File: src/common/bufcfg_pkg.sv
// constants and types for the sample buffer flush and watermark control
// assumes a byte-wide internal register port on one 50 MHz clock
package bufcfg_pkg;
    localparam logic [7:0] CFG_TWO_ADDR  = 8'h27;
    localparam logic [7:0] CFG_TWO_RESET = 8'h00;
    localparam int         FLUSH_BIT     = 7;
    localparam int         HOLDOFF_BIT   = 6;
    localparam int         WMRK_MSB      = 5;
    localparam int         CNT_W         = 6;
    localparam logic [5:0] BUF_DEPTH     = 6'h20;
    localparam logic [1:0] MODE_OFF      = 2'h0;
    localparam logic [1:0] MODE_STREAM   = 2'h1;
    localparam logic [1:0] MODE_STOP     = 2'h2;
    localparam logic [1:0] MODE_TRIG     = 2'h3;

    typedef struct packed {
        logic       wr;
        logic       rd;
        logic [7:0] addr;
        logic [7:0] wdata;
    } reg_req_t;
endpackage : bufcfg_pkg

File: src/hdl/sample_buffer_flush_watermark_ctrl.sv
// buffer_config_two register, flush, watermark and sleep holdoff control
// assumes the serial port decoder gives one-cycle write and read strobes
`timescale 1ns/1ps
module sample_buffer_flush_watermark_ctrl
    import bufcfg_pkg::*;
(
    input  wire logic       clk,           // 50 MHz internal clock
    input  wire logic       resetn,        // sync reset, active low
    input  wire reg_req_t   req,           // register access strobe
    output logic [7:0]      rdata,         // register read data
    input  wire logic [1:0] buf_mode,      // buffer mode from config one
    input  wire logic       sample_push,   // new sample pulse
    input  wire logic       sample_pop,    // host read one sample
    input  wire logic       triggered,     // trigger seen in triggered mode
    input  wire logic       aslp_expired,  // auto-sleep timer expiry pulse
    output logic [5:0]      sample_cnt,    // stored sample count
    output logic            wmrk_flag,     // watermark flag
    output logic            overflow_flag, // overflow flag
    output logic            flush_pulse,   // flush strobe to buffer memory
    output logic            gate_clr,      // clear gate error and counter
    output logic            aslp_restart,  // restart auto-sleep timer
    output logic            sleep_req      // go to sleep request
);
    logic       flush_ff;
    logic       holdoff_ff;
    logic [5:0] wmrk_ff;
    logic [5:0] cnt_ff;
    logic       ovf_ff;
    logic [7:0] rdata_ff;

    // true once a count has reached a level
    function automatic logic reached(input logic [5:0] cnt,
                                     input logic [5:0] lvl);
        return cnt >= lvl;
    endfunction : reached

    // register decode
    wire cfg_hit  = req.addr == CFG_TWO_ADDR;
    wire cfg_wr   = req.wr && cfg_hit;
    wire rd_hit   = req.rd && cfg_hit;
    wire do_flush = cfg_wr && req.wdata[FLUSH_BIT];
    wire off      = buf_mode == MODE_OFF;
    wire clr_all  = flush_ff || off;
    wire holdoff_mode = buf_mode == MODE_STREAM || buf_mode == MODE_STOP;
    // pre-trigger limit is a nonzero watermark in triggered mode, else the buffer depth
    wire [5:0] limit = (buf_mode == MODE_TRIG && !triggered && wmrk_ff != 0)
                       ? wmrk_ff : BUF_DEPTH;
    wire full     = reached(cnt_ff, limit);
    wire pretrig  = buf_mode == MODE_TRIG && !triggered;
    // stream-like: drop oldest while pre-trigger full
    wire push_ok  = sample_push && (!full || pretrig);
    wire pop_ok   = sample_pop && cnt_ff != 0;
    wire [5:0] nxt_cnt = (push_ok && !full && !pop_ok)
                             ? cnt_ff + 6'h01
                       : (pop_ok && !push_ok) ? cnt_ff - 6'h01
                       : cnt_ff;
    wire flags_on  = wmrk_flag || overflow_flag;
    wire flags_clr = (flush_ff || pop_ok) && flags_on;

    // config register: flush self-clears next cycle
    always_ff @(posedge clk) begin
        if (!resetn) begin
            flush_ff   <= CFG_TWO_RESET[FLUSH_BIT];
            holdoff_ff <= CFG_TWO_RESET[HOLDOFF_BIT];
            wmrk_ff    <= CFG_TWO_RESET[WMRK_MSB:0];
        end else begin
            flush_ff <= do_flush;
            if (cfg_wr) begin
                holdoff_ff <= req.wdata[HOLDOFF_BIT];
                wmrk_ff    <= req.wdata[WMRK_MSB:0];
            end
        end
    end

    // sample count and overflow bookkeeping
    always_ff @(posedge clk) begin
        if (!resetn || clr_all) begin
            cnt_ff <= 6'h00;
            ovf_ff <= 1'b0;
        end else begin
            cnt_ff <= nxt_cnt;
            if (sample_push && full && !pretrig)
                ovf_ff <= 1'b1;
            else if (pop_ok)
                ovf_ff <= 1'b0;
        end
    end

    // read data registered; flush bit always reads zero
    always_ff @(posedge clk) begin
        if (!resetn) begin
            rdata_ff <= 8'h00;
        end else if (rd_hit) begin
            rdata_ff <= {1'b0, holdoff_ff, wmrk_ff};
        end else if (req.rd) begin
            rdata_ff <= 8'h00;
        end
    end

    // watermark compare, zero disables
    assign wmrk_flag     = wmrk_ff != 6'h00
                           && reached(cnt_ff, wmrk_ff);
    assign overflow_flag = ovf_ff;
    assign sample_cnt    = cnt_ff;
    assign rdata         = rdata_ff;
    assign flush_pulse   = flush_ff;
    assign gate_clr      = flush_ff || off;
    // sleep decision with optional flag holdoff
    wire use_flags = holdoff_ff && holdoff_mode;
    assign aslp_restart = use_flags && flags_clr;
    assign sleep_req = aslp_expired && !aslp_restart
                       && (!use_flags || flags_on);

    // flush bit lasts one cycle unless written again
    a_flush_self: assert property (@(posedge clk)
        disable iff (!resetn) flush_ff |=> !flush_ff || $past(do_flush))
        else $error("flush bit did not clear");

    // flush empties the count and overflow
    a_flush_clear: assert property (@(posedge clk)
        disable iff (!resetn) flush_ff |=> cnt_ff == 6'h00 && !ovf_ff)
        else $error("flush did not clear buffer");

    // the flush bit never reads back high
    a_flush_read: assert property (@(posedge clk)
        disable iff (!resetn) req.rd |=> !rdata[FLUSH_BIT])
        else $error("flush bit read high");

    // zero level keeps the watermark flag low
    a_wmrk_zero: assert property (@(posedge clk)
        disable iff (!resetn) wmrk_ff == 6'h00 |-> !wmrk_flag)
        else $error("watermark flag with zero level");

    // count at or above the level raises the flag
    a_wmrk_cmp: assert property (@(posedge clk)
        disable iff (!resetn)
        (wmrk_ff != 6'h00 && cnt_ff >= wmrk_ff) |-> wmrk_flag)
        else $error("watermark flag missing");

    // mode off empties count and overflow
    a_off_clear: assert property (@(posedge clk)
        disable iff (!resetn) off |=> cnt_ff == 6'h00 && !overflow_flag)
        else $error("disable did not clear");

    // flags ignored while holdoff is not in use
    a_hold_ignore: assert property (@(posedge clk)
        disable iff (!resetn) (aslp_expired && !use_flags) |-> sleep_req)
        else $error("flags held off sleep while ignored");

    // holdoff in use without flags keeps the device awake
    a_hold_use: assert property (@(posedge clk)
        disable iff (!resetn)
        (aslp_expired && use_flags && !flags_on) |-> !sleep_req)
        else $error("slept without holdoff flags");

    // any write to the register loads the watermark
    a_hold_write: assert property (@(posedge clk)
        disable iff (!resetn)
        cfg_wr |=> wmrk_ff == $past(req.wdata[WMRK_MSB:0]))
        else $error("watermark not updated on write");

    // flush write loads the holdoff bit as well
    a_hold_bit: assert property (@(posedge clk)
        disable iff (!resetn)
        do_flush |=> holdoff_ff == $past(req.wdata[HOLDOFF_BIT]))
        else $error("holdoff not updated on flush write");

    // a flush write raises the flush bit next cycle
    a_flush_wr: assert property (@(posedge clk)
        disable iff (!resetn) do_flush |=> flush_ff)
        else $error("flush write not taken");

    // gate bookkeeping is cleared on flush
    a_gate_flush: assert property (@(posedge clk)
        disable iff (!resetn) flush_ff |-> gate_clr)
        else $error("gate not cleared on flush");

    // gate bookkeeping is cleared while the buffer is off
    a_gate_off: assert property (@(posedge clk)
        disable iff (!resetn) off |-> gate_clr)
        else $error("gate not cleared while off");

    // read of this register returns holdoff and watermark
    a_rd_value: assert property (@(posedge clk)
        disable iff (!resetn)
        rd_hit |=> rdata == {1'b0, $past(holdoff_ff), $past(wmrk_ff)})
        else $error("register read value wrong");

    // writes to other addresses leave the register alone
    a_wr_other: assert property (@(posedge clk)
        disable iff (!resetn)
        (req.wr && !cfg_hit) |=> wmrk_ff == $past(wmrk_ff)
            && holdoff_ff == $past(holdoff_ff))
        else $error("foreign write changed register");

    // host clearing the flags restarts the timer
    a_restart_pop: assert property (@(posedge clk)
        disable iff (!resetn)
        (use_flags && pop_ok && flags_on) |-> aslp_restart)
        else $error("timer not restarted on flag clear");

    // a restart always keeps the device awake
    a_restart_wake: assert property (@(posedge clk)
        disable iff (!resetn) aslp_restart |-> !sleep_req)
        else $error("slept despite timer restart");

    // uncleared flags let the timer expiry put it to sleep
    a_sleep_flags: assert property (@(posedge clk)
        disable iff (!resetn)
        (aslp_expired && use_flags && flags_on && !flags_clr)
            |-> sleep_req)
        else $error("no sleep with flags uncleared");

    // holdoff only counts in stream or stop mode
    a_mode_gate: assert property (@(posedge clk)
        disable iff (!resetn) !holdoff_mode |-> !use_flags)
        else $error("holdoff used outside stream or stop");

    // pre-trigger count stops at the watermark
    a_pretrig_hold: assert property (@(posedge clk)
        disable iff (!resetn)
        (pretrig && wmrk_ff != 6'h00 && cnt_ff >= wmrk_ff
            && sample_push && !sample_pop && !clr_all)
            |=> cnt_ff == $past(cnt_ff))
        else $error("pre-trigger count passed watermark");

    // pre-trigger gathering never raises overflow
    a_pretrig_ovf: assert property (@(posedge clk)
        disable iff (!resetn)
        (pretrig && !clr_all) |=> !ovf_ff || $past(ovf_ff))
        else $error("overflow set before trigger");

    // a sample accepted below the limit with no pop adds exactly one to the count
    a_cnt_step: assert property (@(posedge clk)
        disable iff (!resetn)
        (push_ok && !full && !pop_ok && !clr_all)
            |=> cnt_ff == $past(cnt_ff) + 6'h01)
        else $error("count did not step");
endmodule : sample_buffer_flush_watermark_ctrl

File: config.mk
export PLATFORM = sky130hd
export DESIGN_NAME = sample_buffer_flush_watermark_ctrl
export DESIGN_NICKNAME = d
export VERILOG_FILES = /design/src/common/bufcfg_pkg.sv /design/src/hdl/sample_buffer_flush_watermark_ctrl.sv
export SDC_FILE = /design/constraint.sdc
export NUM_CORES = 1
export LEC_CHECK = 0
export BUFFER_PORTS_ARGS = -buffer_cell sky130_fd_sc_hd__buf_2
export CORE_MARGIN = 1.5
export CORE_UTILIZATION = 50
export CTS_BUF_LIST = sky130_fd_sc_hd__clkbuf_2
export CTS_CLUSTER_DIAMETER = 120
export DETAILED_ROUTE_END_ITERATION = 16
export PLACE_DENSITY = 0.77
export SETUP_SLACK_MARGIN = 0.2
export SYNTH_ARGS = -nofsm -noshare
export SYNTH_HDL_FRONTEND = slang
export SYNTH_SLANG_ARGS = --single-unit
File: constraint.sdc
create_clock -name clk -period 4 [get_ports clk]
set_clock_uncertainty 0.1 [all_clocks]
set_input_delay 0.2 -clock clk [delete_from_list [all_inputs] [get_ports clk]]
set_output_delay 0.2 -clock clk [all_outputs]
set_load 0.03 [all_outputs]
# Word-level counts from Yosys, hierarchy flattened
# Index checks and enable logic that the tools add are counted.
dict set report classes {
  addsub 2
  magnitude_cmp 2
  eq_ne 4
  n_mux 7
  n_reduce_logical 39
}
# operator n
set op_table {}
lappend op_table {{1-bit logical AND} 18}
lappend op_table {{6-bit two-way mux} 3}
lappend op_table {{7-bit two-way mux} 2}
lappend op_table {{6-bit greater-or-equal comparator} 2}
lappend op_table {{6-bit nonzero test} 2}
lappend op_table {{8-bit by 6-bit == test with 1-bit output (second input constant)} 1}
lappend op_table {{1-bit logical NOT} 8}
lappend op_table {{1-bit logical OR} 7}
lappend op_table {{6-bit by 1-bit adder with 6-bit output (second input constant)} 1}
lappend op_table {{2-bit nonzero test} 3}
lappend op_table {{6-bit by 1-bit subtractor with 6-bit output (second input constant)} 1}
lappend op_table {{2-bit == test (second input constant)} 2}
lappend op_table {{2-bit by 1-bit == test with 1-bit output (second input constant)} 1}
lappend op_table {{2-bit logical NOT} 1}
lappend op_table {{1-bit two-way mux} 2}
dict set report totals {
  ff_bits 22
  in_bits 26
  output_inout_bits 20
  word_cells 60
}

# Longest topological paths before layout
dict set report logic_depth {
  word_depth 12
  mapped_depth 16
}

# Worst setup path before layout
# OpenSTA, ideal clock, no wires.
dict set report synth_path {
  path_kind {input-to-reg}
  startpoint {in buf_mode[0]}
  endpoint {reg cnt_ff[4] (netlist: sample_cnt[4])}
  setup_ns 0.119
  arrival_ns 3.233
  slack_ns 0.549
  stages 16
  path_buffers 1
  cell_sequence {ha_1 nor2b_1 clkbuf_1 and2_1 ha_1 nand2b_1 a21oi_1 o211a_1 nand2_1 fa_1 a21o_1 a21oi_1 xor2_1 nor2_1 a211o_1 o221a_1}
}
dict set report synth_via {
  elab_chain_len 11
  word_cells_on_any_way 17
}
# element line
set synth_lines {}
lappend synth_lines {{from (decl)} sample_buffer_flush_watermark_ctrl.sv:11} ;# input wire logic [1:0] buf_mode,
lappend synth_lines {{2-bit == test} {sample_buffer_flush_watermark_ctrl.sv:46, sample_buffer_flush_watermark_ctrl.sv:49}}
lappend synth_lines {{1-bit logical AND} {sample_buffer_flush_watermark_ctrl.sv:46, sample_buffer_flush_watermark_ctrl.sv:49}}
lappend synth_lines {{1-bit logical AND} sample_buffer_flush_watermark_ctrl.sv:46} ;# wire [5:0] limit = (buf_mode == MODE_TRIG && !triggered && wmrk_ff != 0)
lappend synth_lines {{6-bit two-way mux} sample_buffer_flush_watermark_ctrl.sv:47} ;# ? wmrk_ff : BUF_DEPTH;
lappend synth_lines {{6-bit greater-or-equal comparator} sample_buffer_flush_watermark_ctrl.sv:34} ;# return cnt >= lvl;
lappend synth_lines {{1-bit logical NOT} {sample_buffer_flush_watermark_ctrl.sv:51, sample_buffer_flush_watermark_ctrl.sv:53}}
lappend synth_lines {{1-bit logical OR} sample_buffer_flush_watermark_ctrl.sv:51} ;# wire push_ok = sample_push && (!full || pretrig);
lappend synth_lines {{1-bit logical AND} sample_buffer_flush_watermark_ctrl.sv:51}
lappend synth_lines {{1-bit logical AND / 1-bit logical NOT (equally long branches)} {sample_buffer_flush_watermark_ctrl.sv:53, sample_buffer_flush_watermark_ctrl.sv:55}}
lappend synth_lines {{1-bit logical AND, on equally long branches} {sample_buffer_flush_watermark_ctrl.sv:53, sample_buffer_flush_watermark_ctrl.sv:55}}
lappend synth_lines {{6-bit two-way mux / 2-bit nonzero test (equally long branches)} n/a}
lappend synth_lines {{to (signal assigned)} sample_buffer_flush_watermark_ctrl.sv:81} ;# cnt_ff <= nxt_cnt;
lappend synth_lines {{to (decl)} sample_buffer_flush_watermark_ctrl.sv:27} ;# logic [5:0] cnt_ff;
# Several ways; a longest one is shown, not always the timed one.
# A chain may end at the register's enable or synchronous reset.

# Worst setup path after layout
dict set report layout_path {
  startpoint {reg wmrk_ff[1]}
  endpoint {reg cnt_ff[4] (netlist: sample_cnt[4])}
}
dict set report layout_via {
  elab_chain_len 10
  word_cells_on_any_way 13
}
# element line
set layout_lines {}
lappend layout_lines {{from (decl)} sample_buffer_flush_watermark_ctrl.sv:26} ;# logic [5:0] wmrk_ff;
lappend layout_lines {{from (signal assigned)} sample_buffer_flush_watermark_ctrl.sv:65} ;# wmrk_ff <= CFG_TWO_RESET[WMRK_MSB:0];
lappend layout_lines {{from (signal assigned)} sample_buffer_flush_watermark_ctrl.sv:70} ;# wmrk_ff <= req.wdata[WMRK_MSB:0];
lappend layout_lines {{6-bit nonzero test} sample_buffer_flush_watermark_ctrl.sv:46}
lappend layout_lines {{1-bit logical AND} sample_buffer_flush_watermark_ctrl.sv:46}
lappend layout_lines {{6-bit two-way mux *} sample_buffer_flush_watermark_ctrl.sv:47}
lappend layout_lines {{6-bit greater-or-equal comparator *} sample_buffer_flush_watermark_ctrl.sv:34}
lappend layout_lines {{1-bit logical NOT *} {sample_buffer_flush_watermark_ctrl.sv:51, sample_buffer_flush_watermark_ctrl.sv:53}}
lappend layout_lines {{1-bit logical OR} sample_buffer_flush_watermark_ctrl.sv:51}
lappend layout_lines {{1-bit logical AND} sample_buffer_flush_watermark_ctrl.sv:51}
lappend layout_lines {{1-bit logical AND / 1-bit logical NOT (equally long branches)} {sample_buffer_flush_watermark_ctrl.sv:53, sample_buffer_flush_watermark_ctrl.sv:55}}
lappend layout_lines {{1-bit logical AND, on equally long branches} {sample_buffer_flush_watermark_ctrl.sv:53, sample_buffer_flush_watermark_ctrl.sv:55}}
lappend layout_lines {{6-bit two-way mux / 2-bit nonzero test (equally long branches)} n/a}
# Every way passes the cells marked *; elsewhere a longest branch is shown, timed or not.

==> impl_metrics.env <==
export IMPL_netlist_area_sq_um=1630
export IMPL_cp_end_kind="flip-flop"
export IMPL_tns_ns=0
export IMPL_p_per_area_nw_per_um2=580
export IMPL_pwr_share_seq_pct=25.8
export IMPL_required_ns=4.17
export IMPL_rsz0062_at_grt="false"
export IMPL_avgViaCountPerCell=5.41
export IMPL_ir_worst_vdd_mv=0.229
export IMPL_synth_seq_cells=22
export IMPL_critPathKind="reg2reg"
export IMPL_final_period_utilization_pct=88.7
export IMPL_final_cell_mix="buf_2, nand2_1, dfxtp_1, ha_1, nand3_1"
export IMPL_net_switching_power_uw=531
export IMPL_cts_setup_buffers=0
export IMPL_ys_flop_type="dfxtp_1"
export IMPL_grt_pass1_vias=1471
export IMPL_power_frac_clock_pct=13.8
export IMPL_holdWs_ns=0.0569
export IMPL_combPwrFrac_pct=60.3
export IMPL_area_delta_synth_final_pct=23.6
export IMPL_multi_input_area_sq_um=1100
export IMPL_p_leak_nw=0.905
export IMPL_p_int_uw=637
export IMPL_syn_area_per_cell_sq_um=8.10
export IMPL_worst_setup_path_start_kind="flip-flop"
export IMPL_coreArea_sq_um=3080
export IMPL_hold_violations=0
export IMPL_layout_commonest_cell="buf_2"
export IMPL_dr_pass1_iters=5
export IMPL_htreeDepth=1
export IMPL_drv_cap=0
export IMPL_nets=299
export IMPL_antenna_found_initial=0
export IMPL_rr_endpoint="sample_cnt[4]$_SDFFE_PP0P_"
export IMPL_dp_hpwl_um=2960
export IMPL_drtIter0Drc=127
export IMPL_arrival_ns=3.72
export IMPL_synth_cells=201
export IMPL_finalPower_mw=1.17
export IMPL_num_io_pins=46
export IMPL_synth_area_leaders="dfxtp_1, ha_1, a21boi_0"
export IMPL_synth_top_cell_area_share_pct=27.0
export IMPL_status="complete, no violations"
export IMPL_final_area_sq_um=2010
export IMPL_finalCoreUtilization_pct=65.4
export IMPL_wl_um=3830
export IMPL_r2r_slack_ns=0.45
export IMPL_synth_enable_flop_cells=0
export IMPL_clock_latency_ns=0.34
export IMPL_dieArea_sq_um=3610
export IMPL_min_period_ns=3.55
export IMPL_synth_nets=246
export IMPL_grt_pass1_wl_um=6260
export IMPL_wl_per_cell_um=12.9
export IMPL_vias=1606
export IMPL_r2r_start="wmrk_ff[1]$_SDFFE_PN0P_"
export IMPL_cts_tree="built"
export IMPL_cts_buffers_inserted=3
export IMPL_netlist_cell_type_count=48
export IMPL_p_sw_share_pct=45.4
export IMPL_yosysSeqAreaShare_pct=27.0
export IMPL_min_path_type="in2reg"
export IMPL_maxSlewViolCount=0
export IMPL_clkTransAtPathRegs_ns=0.23
export IMPL_initial_core_util_pct=52.9
export IMPL_antenna_cells=0
export IMPL_drc=0
export IMPL_fill_cells=284
export IMPL_cts_buffer_depth=2
export IMPL_fp_dieH_um=60.1
export IMPL_track_usage_pct=22.8
export IMPL_drive_above_1_share_pct=22.9
export IMPL_crit_start="wmrk_ff[1]$_SDFFE_PN0P_"
export IMPL_whs_endpoint="wmrk_ff[3]$_SDFFE_PN0P_"
export IMPL_gp_congestion=0.906
export IMPL_min_from="req[17]"
export IMPL_ff2ff_path_depth=14
export IMPL_min_path_cells=3
export IMPL_ys_warn_count=0
export IMPL_async_flop_share_pct=0
export IMPL_drtAntennaViolNets=0
export IMPL_cts_resized=0
export IMPL_portBuffers=44
export IMPL_maxClockFrequency_mhz=282
export IMPL_setup_viol=0
export IMPL_root_buffer="clkbuf_2"
export IMPL_regArea_sq_um=440
export IMPL_row_count=20
export IMPL_cts_sinks=22
export IMPL_synth_top_area_cell="dfxtp_1"
export IMPL_placed_cell_area_sq_um=1890
export IMPL_fp_dieW_um=60.1
export IMPL_cp_max_fo=5
export IMPL_grt_max_degree=18
export IMPL_gr_total_overflow=0
area by class of cell:
| class | instances | share of cell area [%] |
|---|---|---|
| repair buffers | 56 | 16.4 |
| clock buffers | 3 | 0.746 |
| multi-input cells | 159 | 54.5 |
| inverters | 12 | 2.24 |
| well taps | 44 | 2.73 |
| clock inverters | 1 | 1.49 |
| flip-flops and latches | 22 | 21.9 |
power groups by stage:
stage          clock network [mW]  registers (mW)  logic (mW)
4_1_cts                     0.161           0.302       0.701
3_5_place_dp                    0           0.307       0.693
2_1_floorplan                   0           0.347       0.486
5_1_grt                     0.173           0.308       0.787
6_report                    0.161           0.302       0.705
3_3_place_gp                    0           0.306       0.678
per-stage QoR:
step                      setup slack (ns)  instances
after floorplan                      0.549        201
after global placement               0.455        285
after detailed placement             0.363        285
after CTS                            0.467        296
after global routing                 0.250        297
final                                0.452        297
logic make-up (layout without fill, tap and decap cells):
| logic type | count (synthesis) | count (layout) | synth area share (%) |
|---|---|---|---|
| adders and majority gates | 19 | 19 | 15.1 |
| muxes | 3 | 3 | 1.84 |
| other | 1 | 1 | 0.230 |
| DFF | 22 | 22 | 27.0 |
| xor gates and xnor gates | 3 | 3 | 1.61 |
| buffers and inverters | 20 | 72 | 5.61 |
| AOI/OAI and AO/OA | 48 | 48 | 21.2 |
| and+or+nand+nor | 85 | 85 | 27.4 |
cell usage after synthesis, types with 2 or more instances:
cell and instances:
o21ai_0 7, buf_4 2, a21oi_1 8, a21boi_0 14, a21o_1 3, nor2_1 9
nor2b_1 4, nor4_1 2, xnor2_1 2, ha_1 18, inv_1 12, nand2_1 22
a31oi_1 4, and3_1 2, nand3_1 17, dfxtp_1 22, and2_1 3, nand2b_1 14
nor3_1 2, mux2i_1 3, clkbuf_1 4
registers in the layout, summed over array words and instances, names as in the netlist:
register	cells
flush_pulse	1
holdoff_ff	1
overflow_flag	1
rdata	7
sample_cnt	6
wmrk_ff	6
worst max-delay path: stages (launching register included):
cell and delay (ns):
dfxtp_1 0.41, nor4_1 0.27, nand3_1 0.18, and3_1 0.22
ha_1 0.29, nand4_1 0.16, o211a_1 0.19, nand2_1 0.13
fa_1 0.42, a21o_1 0.17, a21oi_1 0.17, xor2_1 0.20
nor2_1 0.06, a211o_1 0.27, o221a_1 0.22
repair_timing:
item | CTS | global route
hold endpoints to repair | 7 | 1
endpoints found under the setup margin | 0 | 0
hold buffers | 7 | 1
worst max-delay path by stage:
stage / endpoint / slack [ns] / depth (start not counted)
after floorplan: sample_cnt[4]$_SDFFE_PP0P_ / 0.55 / 16
after global placement: sample_cnt[4]$_SDFFE_PP0P_ / 0.45 / 16
after detailed placement: sample_cnt[4]$_SDFFE_PP0P_ / 0.36 / 16
after CTS: sample_cnt[4]$_SDFFE_PP0P_ / 0.47 / 14
after global routing: sample_cnt[4]$_SDFFE_PP0P_ / 0.25 / 14
final: sample_cnt[4]$_SDFFE_PP0P_ / 0.45 / 14
metal layers:
layer	GRT usage, %	wire (um)	vias up
met1	26.5	1650	743
met4	8.25	69	0
met5	0	0	-
met2	40.4	1960	43
li1	-	-	811
met3	4.98	156	9
Power figures use the tool's default switching activity.
